<file path="config.mk">
export PLATFORM = sky130hd
export DESIGN_NAME = olm_line_monitor
export DESIGN_NICKNAME = d
export VERILOG_FILES = /design/src/olm_pkg.sv /design/src/olm_sync.sv /design/src/olm_line_monitor.sv
export SDC_FILE = /design/constraint.sdc
export NUM_CORES = 1
export LEC_CHECK = 0
export ABC_AREA = 1
export BUFFER_PORTS_ARGS = -buffer_cell sky130_fd_sc_hd__buf_4
export CORE_ASPECT_RATIO = 0.7
export CORE_MARGIN = 2
export CORE_UTILIZATION = 50
export CTS_BUF_LIST = sky130_fd_sc_hd__clkbuf_4 sky130_fd_sc_hd__clkbuf_8 sky130_fd_sc_hd__clkbuf_16
export DETAILED_ROUTE_END_ITERATION = 7
export GPL_TIMING_DRIVEN = 0
export PLACE_DENSITY_LB_ADDON = 0.25
export SKIP_LAST_GASP = 1
export SYNTH_ARGS = -nofsm -noshare
export SYNTH_HDL_FRONTEND = slang
export SYNTH_SLANG_ARGS = --single-unit
</file>
<file path="constraint.sdc">
create_clock -name clk_in -period 5.8 [get_ports clk_in]
set_input_delay 0.58 -clock clk_in [delete_from_list [all_inputs] [get_ports clk_in]]
set_output_delay 0.58 -clock clk_in [all_outputs]
set_load 0.02 [all_outputs]
</file>
<file path="src/olm_pkg.sv">
// Purpose: shared constants for the on-hook line monitor
// Assumes: 25 MHz system clock, 32-bit APB register port
// Notes:   voltages are held in half-volt units (2 pulses per volt per ms)
package olm_pkg;
    // clock and measurement timing
    localparam int          CLK_KHZ        = 25000;
    localparam int          WINDOW_US      = 1000;    // frequency gate time
    localparam int          WINDOW_CYC     = (CLK_KHZ * WINDOW_US) / 1000;
    localparam logic [3:0]  RING_HOLD_WIN  = 4'h3;    // ring hold after the setting window, in windows; least ring pulse is 4 windows
    localparam int          AVG_SHIFT      = 4;       // averaging time constant 2^4 ms

    // encoding limits, in half-volt units
    localparam logic [9:0]  MIN_CNT        = 10'h006; // 3 V, lowest valid reading
    localparam logic [9:0]  MAX_CNT        = 10'h3ff; // saturation ceiling

    // register byte offsets
    localparam logic [11:0] CTRL_OFS       = 12'h000;
    localparam logic [11:0] STATUS_OFS     = 12'h004;

    // control field positions
    localparam int          CTRL_SRC_BIT   = 0;
    localparam int          CTRL_RTH_LSB   = 1;
    localparam int          CTRL_LIU_LSB   = 3;
    localparam int          CTRL_SNOOP_GAIN_SELECT_BIT = 5;
    localparam int          CTRL_IRQEN_BIT = 6;
    localparam logic [6:0]  CTRL_RESET     = 7'h68;   // irq on, 0 dB, liu 15 V, ring 10 V

    // status field positions
    localparam int          ST_RING_BIT    = 0;
    localparam int          ST_POL_BIT     = 1;
    localparam int          ST_LIU_BIT     = 2;
    localparam int          ST_LINE_ACTIVITY_FLAG_BIT    = 3;
    localparam int          ST_MAG_LSB     = 16;

    // thresholds, half-volt units
    localparam logic [11:0] RING_THR0      = 12'h014; // 10 V
    localparam logic [11:0] RING_THR1      = 12'h01e; // 15 V
    localparam logic [11:0] RING_THR2      = 12'h02d; // 22.5 V
    localparam logic [11:0] RING_THR3      = 12'h03c; // 30 V
    localparam logic [9:0]  LIU_LVL0       = 10'h005; // 2.5 V
    localparam logic [9:0]  LIU_LVL1       = 10'h01e; // 15 V
    localparam logic [9:0]  LIU_LVL2       = 10'h02d; // 22.5 V
    localparam logic [9:0]  LIU_LVL3       = 10'h03c; // 30 V
    localparam logic [11:0] LINE_ACTIVITY_FLAG_THR       = 12'h01e; // 15 V step
endpackage

</file>
<file path="src/olm_sync.sv">
// Purpose: two-stage synchroniser for a level from outside the clock domain
// Assumes: input may change at any time
// Notes:   only the second stage leaves this module
`timescale 1ns/1ps
module olm_sync (
    // clock and reset
    input  wire logic clk_in,
    input  wire logic rst_b_in,
    // level
    input  wire logic d_in,
    output logic      q_out
);
    logic meta;

    // first stage feeds the second and nothing else
    always_ff @(posedge clk_in or negedge rst_b_in) begin
        if (!rst_b_in) begin
            meta  <= 1'b0;
            q_out <= 1'b0;
        end else begin
            meta  <= d_in;
            q_out <= meta;
        end
    end
endmodule

</file>
<file path="src/olm_line_monitor.sv">
// Purpose: decode the isolated pulse train into on-hook line status
// Assumes: pulse rate 2 kHz per volt, duty above half for positive polarity
// Notes:   one reading per gate window; status and control over APB
//
// Chosen here: the APB register port and the register offsets.
`timescale 1ns/1ps
module olm_line_monitor
    import olm_pkg::*;
#(
    parameter int WIN_CYC = WINDOW_CYC
) (
    // clock and reset
    input  wire logic        clk_in,
    input  wire logic        rst_b_in,
    // apb slave
    input  wire logic        psel_in,
    input  wire logic        penable_in,
    input  wire logic        pwrite_in,
    input  wire logic [11:0] paddr_in,
    input  wire logic [31:0] pwdata_in,
    output logic [31:0]      prdata_out,
    output logic             pready_out,
    output logic             pslverr_out,
    // isolation barrier pulse train
    input  wire logic        barrier_pulse_in,
    // line status pin, open drain
    output logic             line_status_irq_out,
    output logic             line_status_irq_oe_b_out,
    // snoop path gain control
    output logic             snoop_gain_select_out
);
    // pulse train capture
    logic        pulse_s;
    logic        pulse_d;
    logic [15:0] win_cnt;
    logic [9:0]  pulse_cnt;
    logic [15:0] hi_acc;
    logic [15:0] lo_acc;
    logic        win_end;
    logic        win_d1;
    // decoded line
    logic [9:0]  mag;
    logic        pol;
    logic signed [15:0] avg;
    logic signed [11:0] line_activity_flag_ref;
    logic [3:0]  ring_hold;
    // flags and control
    logic        ring_detect_bit;
    logic        line_polarity_flag;
    logic        line_in_use_flag;
    logic        line_activity_flag;
    logic [6:0]  ctrl;
    logic        irq_act;

    olm_sync u_sync (
        .clk_in   (clk_in),
        .rst_b_in (rst_b_in),
        .d_in     (barrier_pulse_in),
        .q_out    (pulse_s)
    );

    // window and edge decode
    wire         pulse_rise  = pulse_s & ~pulse_d;
    wire         win_last    = (win_cnt == 16'(WIN_CYC - 1));
    assign       win_end     = win_last;
    wire [9:0]   cnt_inc     = (pulse_cnt == MAX_CNT) ? pulse_cnt : pulse_cnt + 10'h001;

    // control fields
    wire         status_pin_source_select = ctrl[CTRL_SRC_BIT];
    wire [1:0]   ring_sel    = ctrl[CTRL_RTH_LSB +: 2];
    wire [1:0]   liu_sel     = ctrl[CTRL_LIU_LSB +: 2];
    wire         irq_en      = ctrl[CTRL_IRQEN_BIT];
    assign       snoop_gain_select_out = ctrl[CTRL_SNOOP_GAIN_SELECT_BIT];

    // threshold selection
    wire [11:0]  ring_thr    = (ring_sel == 2'h0) ? RING_THR0 :
                               (ring_sel == 2'h1) ? RING_THR1 :
                               (ring_sel == 2'h2) ? RING_THR2 : RING_THR3;
    wire [9:0]   liu_lvl     = (liu_sel == 2'h0) ? LIU_LVL0 :
                               (liu_sel == 2'h1) ? LIU_LVL1 :
                               (liu_sel == 2'h2) ? LIU_LVL2 : LIU_LVL3;

    // signed line voltage, its departure from average and from the activity reference
    wire signed [11:0] sv        = pol ? $signed({2'h0, mag}) : -$signed({2'h0, mag});
    wire signed [11:0] avg_int   = avg[15:AVG_SHIFT];
    wire signed [12:0] ring_diff = 13'(sv) - 13'(avg_int);
    wire signed [12:0] line_activity_flag_diff = 13'(sv) - 13'(line_activity_flag_ref);
    wire [12:0]  line_activity_flag_abs    = line_activity_flag_diff[12] ? 13'(-line_activity_flag_diff) : 13'(line_activity_flag_diff);
    wire signed [15:0] avg_step  = ($signed({sv, 4'h0}) - avg) >>> AVG_SHIFT;
    wire         ring_raw    = ring_diff > $signed({1'b0, ring_thr});
    wire         line_activity_flag_raw    = line_activity_flag_abs > {1'b0, LINE_ACTIVITY_FLAG_THR};

    // apb decode
    wire         apb_setup   = psel_in & ~penable_in;
    wire         apb_access  = psel_in & penable_in;
    wire         hit_ctrl    = (paddr_in == CTRL_OFS);
    wire         hit_status  = (paddr_in == STATUS_OFS);
    wire         hit_any     = hit_ctrl | hit_status;
    wire         ctrl_wr     = apb_access & pwrite_in & hit_ctrl;
    wire [31:0]  status_word = {6'h00, mag, 12'h000,
                                line_activity_flag, line_in_use_flag,
                                line_polarity_flag, ring_detect_bit};
    wire [31:0]  rd_word     = hit_ctrl   ? {25'h0, ctrl} :
                               hit_status ? status_word : 32'h0;
    assign       pready_out  = 1'b1;                 // every access ends in one cycle
    assign       pslverr_out = apb_access & ~hit_any;

    // status pin source and gating
    assign       irq_act     = irq_en & (status_pin_source_select ? ring_detect_bit
                                                                  : line_activity_flag);

    // input edge memory and gate window counter
    always_ff @(posedge clk_in or negedge rst_b_in) begin
        if (!rst_b_in) begin
            pulse_d <= 1'b0;
            win_cnt <= 16'h0000;
            win_d1  <= 1'b0;
        end else begin
            pulse_d <= pulse_s;
            win_cnt <= win_last ? 16'h0000 : win_cnt + 16'h0001;
            win_d1  <= win_end;
        end
    end

    // count pulses and high/low time in each window
    always_ff @(posedge clk_in or negedge rst_b_in) begin
        if (!rst_b_in) begin
            pulse_cnt <= 10'h000;
            hi_acc    <= 16'h0000;
            lo_acc    <= 16'h0000;
        end else if (win_end) begin
            // the last cycle's sample opens the next window, so no edge is lost
            pulse_cnt <= pulse_rise ? 10'h001 : 10'h000;
            hi_acc    <= {15'h0000, pulse_s};
            lo_acc    <= {15'h0000, ~pulse_s};
        end else begin
            pulse_cnt <= pulse_rise ? cnt_inc : pulse_cnt;
            hi_acc    <= hi_acc + {15'h0000, pulse_s};
            lo_acc    <= lo_acc + {15'h0000, ~pulse_s};
        end
    end

    // one reading per window: two counts per volt per millisecond, duty gives sign
    always_ff @(posedge clk_in or negedge rst_b_in) begin
        if (!rst_b_in) begin
            mag <= 10'h000;
            pol <= 1'b1;
        end else if (win_end) begin
            mag <= (pulse_cnt < MIN_CNT) ? 10'h000 : pulse_cnt;
            if (pulse_cnt != 10'h000) begin
                pol <= hi_acc >= lo_acc;
            end
        end
    end

    // averaged line voltage, a slow filter so ringing rides above it
    always_ff @(posedge clk_in or negedge rst_b_in) begin
        if (!rst_b_in) begin
            avg <= 16'sh0000;
        end else if (win_d1) begin
            avg <= avg + avg_step;
        end
    end

    // ring detect: one-sided departure, held a minimum time so a slow
    // sine still gives one clean pulse per cycle
    always_ff @(posedge clk_in or negedge rst_b_in) begin
        if (!rst_b_in) begin
            ring_detect_bit <= 1'b0;
            ring_hold       <= 4'h0;
        end else if (win_d1) begin
            if (ring_raw) begin
                ring_detect_bit <= 1'b1;
                ring_hold       <= RING_HOLD_WIN;
            end else if (ring_hold != 4'h0) begin
                ring_hold       <= ring_hold - 4'h1;
            end else begin
                ring_detect_bit <= 1'b0;
            end
        end
    end

    // line in use, polarity and full-wave activity flags
    always_ff @(posedge clk_in or negedge rst_b_in) begin
        if (!rst_b_in) begin
            line_in_use_flag   <= 1'b0;
            line_polarity_flag <= 1'b1;
            line_activity_flag <= 1'b0;
            line_activity_flag_ref           <= 12'sh000;
        end else if (win_d1) begin
            line_in_use_flag   <= mag > liu_lvl;
            line_polarity_flag <= pol;
            line_activity_flag <= line_activity_flag_raw;
            if (line_activity_flag_raw) begin
                line_activity_flag_ref <= sv;   // follow the step so a steady line goes quiet again
            end
        end
    end

    // control register
    always_ff @(posedge clk_in or negedge rst_b_in) begin
        if (!rst_b_in) begin
            ctrl <= CTRL_RESET;
        end else if (ctrl_wr) begin
            ctrl <= pwdata_in[6:0];
        end
    end

    // read data captured in setup so it is stable through the access phase
    always_ff @(posedge clk_in or negedge rst_b_in) begin
        if (!rst_b_in) begin
            prdata_out <= 32'h0;
        end else if (apb_setup) begin
            prdata_out <= rd_word;
        end
    end

    // open-drain status pin: drive low only when active, released otherwise
    always_ff @(posedge clk_in or negedge rst_b_in) begin
        if (!rst_b_in) begin
            line_status_irq_out      <= 1'b0;
            line_status_irq_oe_b_out <= 1'b1;
        end else begin
            line_status_irq_out      <= 1'b0;
            line_status_irq_oe_b_out <= ~irq_act;
        end
    end

    // checks
    mag_count_a: assert property (@(posedge clk_in) disable iff (!rst_b_in)
        win_end && pulse_cnt >= MIN_CNT |=> mag == $past(pulse_cnt))
        else $error("magnitude does not follow pulse count");

    low_volt_a: assert property (@(posedge clk_in) disable iff (!rst_b_in)
        win_end && pulse_cnt < MIN_CNT |=> mag == 10'h000)
        else $error("reading below floor not zeroed");

    polarity_a: assert property (@(posedge clk_in) disable iff (!rst_b_in)
        win_end && pulse_cnt != 10'h000 && hi_acc < lo_acc |=> ##1 !line_polarity_flag)
        else $error("low duty not reported as negative");

    ring_set_a: assert property (@(posedge clk_in) disable iff (!rst_b_in)
        win_d1 && ring_raw |=> ring_detect_bit && ring_hold == RING_HOLD_WIN)
        else $error("ring not raised on departure");

    ring_hold_a: assert property (@(posedge clk_in) disable iff (!rst_b_in)
        $fell(ring_detect_bit) |-> $past(ring_hold) == 4'h0)
        else $error("ring pulse dropped early");

    liu_level_a: assert property (@(posedge clk_in) disable iff (!rst_b_in)
        win_d1 && mag > liu_lvl |=> line_in_use_flag)
        else $error("line in use missed");

    line_activity_flag_step_a: assert property (@(posedge clk_in) disable iff (!rst_b_in)
        win_d1 && line_activity_flag_raw |=> line_activity_flag && line_activity_flag_ref == $past(sv))
        else $error("activity step missed");

    irq_route_a: assert property (@(posedge clk_in) disable iff (!rst_b_in)
        irq_en && !status_pin_source_select && line_activity_flag
        |=> !line_status_irq_oe_b_out && !line_status_irq_out)
        else $error("activity not routed to pin");

    irq_mask_a: assert property (@(posedge clk_in) disable iff (!rst_b_in)
        !irq_en |=> line_status_irq_oe_b_out)
        else $error("pin driven while disabled");

    status_read_a: assert property (@(posedge clk_in) disable iff (!rst_b_in)
        apb_setup && hit_status ##1 apb_access
        |-> prdata_out[ST_RING_BIT] == $past(ring_detect_bit))
        else $error("ring status not read back");
endmodule

</file>
== Word-level counts from Yosys, hierarchy flattened ==
Cells that the tools add are included.

* Flip-flop bits (word level): 149
* Bits of input ports: 50
* Output and inout port bits: 37
* Logic and storage cells: 93

* Add/subtract/negate cells: 11
* $lt $le $gt $ge: 5
* Equality and inequality tests: 9
* Multiplexer cells: 23
* Bitwise logic cells: 13
* Reductions and logical operators: 12

{| class="wikitable"
|+ Operators by type and width
! cell !! count
|-
| 26-bit two-way mux || 2
|-
| 16-bit two-way mux || 3
|-
| 10-bit two-way mux || 4
|-
| 16-bit by 1-bit adder with 16-bit output || 2
|-
| 12-bit by 12-bit subtractor with 13-bit output || 2
|-
| 6-bit two-way mux || 4
|-
| 16-bit by 1-bit adder with 16-bit output, second input constant || 1
|-
| 16-bit by 12-bit adder with 16-bit output || 1
|-
| 16-bit by 15-bit equality test with 1-bit output, second input constant || 1
|-
| 16-bit >= comparator || 1
|-
| 16-bit subtractor || 1
|-
| 13-bit by 5-bit > comparator with 1-bit output, second input constant || 1
|-
| 13-bit by 7-bit > comparator with 1-bit output || 1
|-
| 13-bit two-way mux || 1
|-
| 13-bit negation || 1
|-
| 12-bit by 3-bit equality test with 1-bit output, second input constant || 1
|-
| 12-bit logical NOT || 1
|-
| 12-bit two-way mux || 1
|-
| 10-bit negation with 12-bit output || 1
|-
| 10-bit by 1-bit adder with 10-bit output, second input constant || 1
|-
| 10-bit equality test, second input constant || 1
|-
| 10-bit by 6-bit > comparator with 1-bit output || 1
|-
| 10-bit by 3-bit < comparator with 1-bit output, second input constant || 1
|-
| 5-bit two-way mux || 2
|-
| 14 further kinds || 37
|}

== Logic depth before layout (Yosys ltp) ==
Gate-level depths: netlist of run 1.

* Depth after elaboration: 7
* Depth in mapped cells: 27
* Gate-level depth less buffers: 26

== By module ==
Synthesis of run 1 repeated with hierarchy kept, for this count alone.

* Cells, all modules: 1272
* Area total of the unflattened synthesis: 9492.9 µm²

{| class="wikitable"
|+ By module, submodules not included
! module !! times used !! cells an instance !! area an instance (µm²) !! seq. area each (µm²)
|-
| olm_line_monitor || 1 || 1270 || 9442.8 || 3310.7
|-
| olm_sync || 1 || 2 || 50.0 || 50.0
|}

== Worst setup path after synthesis of run 1 ==
Ideal clock, no wire load.

* Path kind: register to register
* From: reg pol
* To: reg avg[15]
* Setup time: 0.117 ns
* Data arrival time: 3.738 ns
* Path slack: 1.945 ns
* Stages on the path, launching flop included: 21
* Buffers on the path: 2
* Period minus slack after synthesis: 3.855 ns
* Path through: dfstp_2 > clkbuf_1 > inv_1 > nand2_1 > xor2_1 > ha_1 > clkbuf_1 > a21oi_1 > nor2_1 > nor2_1 > o31ai_1 > a221oi_1 > xor2_1 > ha_1 > a21oi_1 > o21a_1 > o221ai_1 > a21o_1 > or2_2 > nand4_1 > nand2_1

* Cells in the longest elaborated chain, start to end: 3

{| class="wikitable"
|+ Ends and longest elaborated chain
! item !! line !! source
|-
| start: declaration || olm_line_monitor.sv:43 || <nowiki>logic pol;</nowiki>
|-
| start signal: assignment || olm_line_monitor.sv:151 || <nowiki>pol <= hi_acc >= lo_acc;</nowiki>
|-
| 12-bit two-way mux || olm_line_monitor.sv:84 || <nowiki>wire signed [11:0] sv = pol ? $signed({2'h0, mag}) : -$signed({2'h0, mag});</nowiki>
|-
| named net sv[3] || olm_line_monitor.sv:84 ||
|-
| 16-bit subtractor || olm_line_monitor.sv:89 || <nowiki>wire signed [15:0] avg_step = ($signed({sv, 4'h0}) - avg) >>> AVG_SHIFT;</nowiki>
|-
| 16-bit by 12-bit adder with 16-bit output || olm_line_monitor.sv:161 || <nowiki>avg <= avg + avg_step;</nowiki>
|-
| end signal: assignment || olm_line_monitor.sv:161 ||
|-
| end: declaration || olm_line_monitor.sv:44 || <nowiki>logic signed [15:0] avg;</nowiki>
|}

The timed path passes the listed nets, and every way through them passes these cells.
A chain may end at the register's enable or synchronous reset.

== Worst setup path after layout of run 1 ==
* From: reg mag[0]
* To: reg avg[11]

* Cells in the longest elaborated chain, start to end: 4

{| class="wikitable"
|+ Ends and longest elaborated chain
! item !! line !! source
|-
| start: declaration || olm_line_monitor.sv:42 || <nowiki>logic [9:0] mag;</nowiki>
|-
| start signal: assignment || olm_line_monitor.sv:149 || <nowiki>mag <= (pulse_cnt < MIN_CNT) ? 10'h000 : pulse_cnt;</nowiki>
|-
| 10-bit negation with 12-bit output || olm_line_monitor.sv:84 ||
|-
| 12-bit two-way mux || olm_line_monitor.sv:84 ||
|-
| named net sv[1] || olm_line_monitor.sv:84 ||
|-
| 16-bit subtractor || olm_line_monitor.sv:89 ||
|-
| 16-bit by 12-bit adder with 16-bit output || olm_line_monitor.sv:161 ||
|}

The timed path passes the listed nets, and every way through them passes these cells.

==> metrics, run 1 <==
via count normalized by instance count 5.33; largest net degree at the start of global routing 96; Worst Tran Pin Value approximately 0.77 ns; nature of the critical path startpoint flip-flop; met2 demand-to-capacity share in global routing ~33%; top post-synthesis cells by area dfrtp_1 (34%), nand2_1 (11%), ha_1 (10%); final RePlAce weighted congestion around 0.9; Hold WC Path Type input port to asynchronous set/reset pin; final setup fails 0; n_diodes 0; row cnt 42; via count of the first global-routing pass 7,870; M3 GR Usage under 10%; final setup margin just over 0.8 ns; DP Worst Slack approximately 0.96 ns; gr busiest metal met1; Data arrival, critical path roughly 5.3 ns; endpoint kind of the worst setup timing path flip-flop; Critical Setup Path Class flip-flop to flip-flop; total of hold buffers inserted after clock tree synthesis 0; share of the yosys chip area belonging to registers between 30 and 40%; most instantiated flip-flop cell in the synthesis netlist dfrtp_1; Setup Fix Bufs, Post-CTS 0; clock-pin slew of the registers on the worst-case setup and hold paths ~0.06 ns; final total negative setup slack 0 ns; Achievable Freq 201 MHz; Synth Instances 1,272; number of CTS-inserted buffers 17; Worst Path Required 6.11 ns; worst slew margin relative to its limit a little under half; share of cells above drive strength 1 a little under an eighth; area of the mapped netlist 0.00949 mm2; initial antenna violation count 0; dpl cell area approximately 0.010 mm2; total number of clock tree sinks between 100 and 150; proportion of register bits with asynchronous set or reset after synthesis between 90% and 100%; Top-Level Pins 87; total via count in the routed design roughly 8,500; Yosys reg bits ~130; post-route minimum period around 5 ns; final hold viol count 0; most common cell in the synthesized netlist nand2_1; die area 0.0201 mm2; number of slew-limit violations in the final report 0; violation count after the first detailed-routing iteration between 600 and 700; Tcrit/Tclk final a little under nine tenths; worst setup skew after layout around 0.012 ns; Distinct cells, synth 54; design area about 0.011 mm2; clock tree from TritonCTS done; initial core utilization 50.6%; post-detail-place hpwl roughly 18 mm; drt wl/cell about 14 um; synthesized area per cell between 7 and 8 um2; most frequent cells after synthesis nand2_1 (273), inv_1 (187), dfrtp_1 (128), nor2_1 (108), nand3_1 (83); buffers added on ports 43; wire length of the first global-routing pass around 39 mm; clock buffer depth 2; Yosys top cell area share 33.7%; GR met1 Demand/Resource a little under two fifths; Post-synth EDFFs 0; Max IR drop VDD between 0.2 and 0.25 mV; post-route ant nets 0; maximum fanout count along the critical path 7; area of the core about 0.019 mm2; yosys synthesis warning count 0; total power divided by cell area approximately 240 mW/mm2; post-detailed-route DRC marker count 0; number of levels the H-tree was split into 4; total routing usage reported by global routing approximately a quarter; fin util between 50% and 60%; Die Y-Extent 119 um; synthesis-to-layout area growth 14.1%; RSZ-0062 raised after global routing no; Remaining Overflow, GRT 0; leakage power ~5.7 nW; net total in the final layout ~1,500; chip width about 170 um; iteration count of the initial detailed-routing pass 5; total routed wirelength approximately 23 mm; Clock Latency Late Sink 0.43 ns; Max-Cap Viols 0; post-cts gate resize count 0; CTS root buf clkbuf_16; status finished clean; most area-hungry cell type in the Yosys netlist dfrtp_1
-- where the power goes --
| part | switching [W] | internal, W | total [W] | leakage [nW] |
|---|---|---|---|---|
| sequential | 0.0000562 | 0.00100 | 0.00106 | 1.79 |
| clock | 0.000447 | 0.000711 | 0.00116 | 0.299 |
| combinational | 0.000197 | 0.000143 | 0.000340 | 3.61 |
| total | 0.000700 | 0.00185 | 0.00255 | 5.70 |
-- registers in the layout (all words and copies together), names as in the netlist, 4 cells and up --
name and flops:
avg 16, ctrl 7, hi_acc 16, line_activity_flag_ref 12, lo_acc 16, mag 10, prdata_out 17, pulse_cnt 10
ring_hold 4, win_cnt 16
-- cell families after synthesis --
group	count (synthesis)	share of synthesized area (%)
AO/OA/AOI/OAI	201	12.1
AND/OR/NAND/NOR	574	26.8
XOR/XNOR	42	3.88
other	2	0.0791
multiplexers	9	1.07
buffers and inverters	231	10.1
flip-flops	134	35.4
adder cells (fa/ha/maj)	79	10.6
-- worst max-delay path, stage by stage, from the launching register on --
cell and delay [ns]:
dfrtp_1 0.44, inv_1 0.22, ha_1 0.34, inv_1 0.03, o21ai_0 0.60, ha_1 0.30, inv_1 0.05, o21ai_0 0.44
xor2_1 0.24, ha_1 0.31, a21oi_1 0.16, nand2_1 0.08, nand2_1 0.09, nand2_1 0.07, a21oi_1 0.32, o21ai_0 0.29
a21oi_1 0.30, o21ai_0 0.15, or2_2 0.30, nand3_1 0.07, nand2_1 0.06
-- worst paths after layout --
| kind | startpoint | endpoint | slack, ns | cells past startpoint |
|---|---|---|---|---|
| min | rst_b_in | hi_acc[14]$_DFF_PN0_ | 0.06 | 1 |
| min in group clk_in | barrier_pulse_in | u_sync.meta$_DFF_PN0_ | 0.25 | 1 |
| max reg2reg | mag[0]$_DFFE_PN0P_ | avg[11]$_DFFE_PN0P_ | 0.82 | 20 |
| max in group asynchronous | rst_b_in | ctrl[5]$_DFFE_PN1P_ | 4.92 | 2 |
| max | mag[0]$_DFFE_PN0P_ | avg[11]$_DFFE_PN0P_ | 0.82 | 20 |
| min reg2reg | u_sync.meta$_DFF_PN0_ | u_sync.q_out$_DFF_PN0_ | 0.36 | 0 |
-- per-stage QoR --
| stage | hold slack, ns | std cells | total power, W |
|---|---|---|---|
| 6_report | 0.0643 | 1605 | 0.00255 |
| 5_1_grt | 0.0908 | 1605 | 0.00269 |
| 4_1_cts | 0.0732 | 1605 | 0.00257 |
| 3_5_place_dp | 0.351 | 1573 | 0.00141 |
| 3_3_place_gp | 0.334 | 1572 | 0.00139 |
| 2_1_floorplan | 0.284 | 1287 | 0.00131 |
-- layout make-up --
cell class	count	area, um2
Clock buffer	20	460
Buffer	38	230
Timing Repair Buffer	44	354
Inverter	193	724
Clock inverter	12	168
Fill cell	1695	7930
Tap cell	242	303
Multi-Input combinational cell	922	5230
Sequential cell	134	3360
-- layer usage --
metal  wire length [um]  share of wire, %
met1              12300                53
met2               9180                40
met3               1330               5.7
met4                335               1.4
met5                  0                 0
-- cells in the final DEF, fill, tap and decap left out, types with 7 or more instances in the layout --
cell type  Yosys  layout
a21oi_1       72      72
nand4_1       18      18
nor2_1       108     108
mux2_2         9       9
nor3_1        41      41
dfrtp_1      128     128
clkbuf_16      0      17
nand2_1      273     273
xor2_1        33      33
o31ai_1       12      12
buf_4         18      60
nor4_1         7       7
inv_1        187     187
xnor2_1        9       9
ha_1          76      76
clkbuf_1      14      14
nand2_2       19      19
o21ai_0       78      78
conb_1         2      17
nand3_1       83      83
No activity file was read; power rests on OpenSTA's default activity.
==> inputs of run 2 (changes only) <==
- MAX_ROUTING_LAYER: unset -> met4
==> run 2 against run 1 <==
  * Sequential power is essentially flat
  * Sequential share of layout area is 0.054 points higher
  * Register-to-register slack improved by 0.05 ns
  * Clock power barely moved
  * Largest power group unchanged
  * Routed wire length rose by 0.70%
  * Largest cell class unchanged
==> metrics, run 2 (synthesis results as in run 1) <==
net total in the final layout 1,479 (unchanged); final setup margin 0.867 ns (+0.0481 ns); first element of the critical path pol$_DFFE_PN1P_; clock buffer depth 2 (unchanged); RR Startpoint pol$_DFFE_PN1P_; dpl cell area 0.0102 mm2 (unchanged); final RePlAce weighted congestion 0.914 (+1.2%); drt wl/cell 14.5 um (+0.70%); Worst Reg-to-Reg Cells 17 (-15%); Slowest-stage cell, CP o21ai_0; violation count after the first detailed-routing iteration 679 (-0.15%); number of cells on the critical path 17 (-15%); final total negative setup slack 0 ns (unchanged); Worst Path Required 6.11 ns (about the same); post-route ant nets 0 (unchanged); synthesis-to-layout area growth 13.9%; via count of the first global-routing pass 7,956 (+1.1%); post-cts gate resize count 0 (unchanged); DP Worst Slack 1.02 ns (+0.0529 ns); nature of the critical path startpoint flip-flop; number of CTS-inserted buffers 17 (unchanged); clock tree from TritonCTS done; chip width 169 um (unchanged); worst slew margin relative to its limit 52.5% (+4.6 points); flip-flop count of the largest register after layout 17 (unchanged); # fillers 1,710 (+0.88%); CTS root buf clkbuf_16; most frequent cells in the layout nand2_1 (273), inv_1 (187), dfrtp_1 (128); biggest cell delay along the critical path 0.52 ns (-0.08 ns); Critical Path, Cell by Cell clkbuf_1 > inv_1 > o21ai_0 > ha_1 > buf_2 > a21oi_1 > o21ai_2 > a21oi_1 > xnor2_1 > ha_1 > a21oi_1 > o21ai_0 > a21oi_1 > o21ai_0 > or2_2 > nand3_1 > nand2_1; initial antenna violation count 0 (unchanged); iteration count of the initial detailed-routing pass 5 (unchanged); die area 0.0201 mm2 (unchanged); leakage power 5.70 nW (about the same); Remaining Overflow, GRT 0 (unchanged); count of buffer and inverter cells on the critical path 3 (unchanged); initial core utilization 50.6% (unchanged); number of levels the H-tree was split into 4 (unchanged); post-detail-place hpwl 17.8 mm (+0.26%); post-detailed-route DRC marker count 0 (unchanged); worst setup skew after layout 0.0140 ns (+0.00223 ns); Tcrit/Tclk final 85.0% (-0.83 points); Most flops, register prdata_out; share of cells above drive strength 1 12.0% (unchanged); Register-to-Register Setup Slack 0.87 ns (+0.05 ns); number of slew-limit violations in the final report 0 (unchanged); Hold WC Path Type input port to asynchronous set/reset pin; buffers added on ports 43 (unchanged); Setup Fix Bufs, Post-CTS 0 (unchanged); cell mode on critical path a21oi_1; via count normalized by instance count 5.32 (about the same); Worst Tran Pin Value 0.704 ns (-0.0690 ns); endpoint kind of the worst setup timing path flip-flop; final hold viol count 0 (unchanged); status finished clean; Die Y-Extent 119 um (unchanged); Data arrival, critical path 5.25 ns (-0.04 ns); row cnt 42 (unchanged); leading cell type in the layout, fill and taps excluded nand2_1; total of hold buffers inserted after clock tree synthesis 0 (unchanged); total number of clock tree sinks 134 (unchanged); Max-Cap Viols 0 (unchanged); n_diodes 0 (unchanged); Max IR drop VDD 0.204 mV (+0.66%); RSZ-0062 raised after global routing no; overall power of the completed layout 0.00253 W (-1.1%); total power divided by cell area 234 mW/mm2 (-0.92%); total routing usage reported by global routing 25.3% (+1.2 points); total via count in the routed design 8,540 (-0.094%); largest net degree at the start of global routing 79 (-18%); Critical Setup Path Class flip-flop to flip-flop; FF-to-FF End avg[11]$_DFFE_PN0P_; area of the core 0.0188 mm2 (unchanged); final setup fails 0 (unchanged); wire length of the first global-routing pass 39.7 mm (+1.9%); Clock Latency Late Sink 0.43 ns (about the same); Worst path top cell family by delay compound AO/OA/AOI/OAI gates; design area 0.0108 mm2 (-0.17%); clock-pin slew of the registers on the worst-case setup and hold paths 0.07 ns (about the same); post-route minimum period 4.93 ns (-0.0481 ns); Achievable Freq 203 MHz (+0.98%); Top-Level Pins 87 (unchanged); maximum fanout count along the critical path 10 (+3); total routed wirelength 23.3 mm (+0.70%)
run 2: changes by cell type in the layout (fill, tap and decap cells not counted):
| cell | previous run | this run |
|---|---|---|
| clkinvlp_4 | 3 | 1 |
| clkbuf_8 | 2 | 0 |
| clkinv_2 | 0 | 3 |
| clkinv_4 | 3 | 4 |
run 2: power by group:
part | internal (W) | total, W | switching, W
logic | 0.000143 | 0.000344 | 0.000201
clock network | 0.000686 | 0.00113 | 0.000440
registers | 0.00100 | 0.00106 | 0.0000561
total | 0.00183 | 0.00253 | 0.000697
run 2: layout make-up:
cell class                      count  area, um2  area share [%]
Inverter                          193        724            6.70
Tap cell                          242        303            2.80
Clock inverter                     14        176            1.63
Sequential cell                   134       3360            31.1
Timing Repair Buffer               44        354            3.27
Clock buffer                       18        433            4.00
Multi-Input combinational cell    922       5230            48.4
Buffer                             38        230            2.13
run 2: routing by layer:
metal / global-route usage [%] / routed length, um / up-vias
li1: - / - / 4285
met1: 39.0 / 12200 / 3951
met2: 34.8 / 9330 / 287
met3: 4.79 / 1620 / 17
met4: 3.72 / 157 / 0
met5: - / 0 / -
run 2: worst max path at each step:
stage,slack (ns),endpoint
floorplan,1.94,avg[15]$_DFFE_PN0P_
global placement,1.06,avg[11]$_DFFE_PN0P_
detailed placement,1.02,avg[11]$_DFFE_PN0P_
CTS,0.92,avg[14]$_DFFE_PN0P_
global route,0.48,avg[11]$_DFFE_PN0P_
finish,0.87,avg[11]$_DFFE_PN0P_
run 2: stage by stage:
step,hold WS (ns),cells,util (%)
floorplan,0.284,1287,-
global placement,0.335,1572,54.2
detailed placement,0.341,1573,54.4
CTS,0.151,1605,57.6
global route,0.179,1605,57.6
finish,0.131,1605,57.6
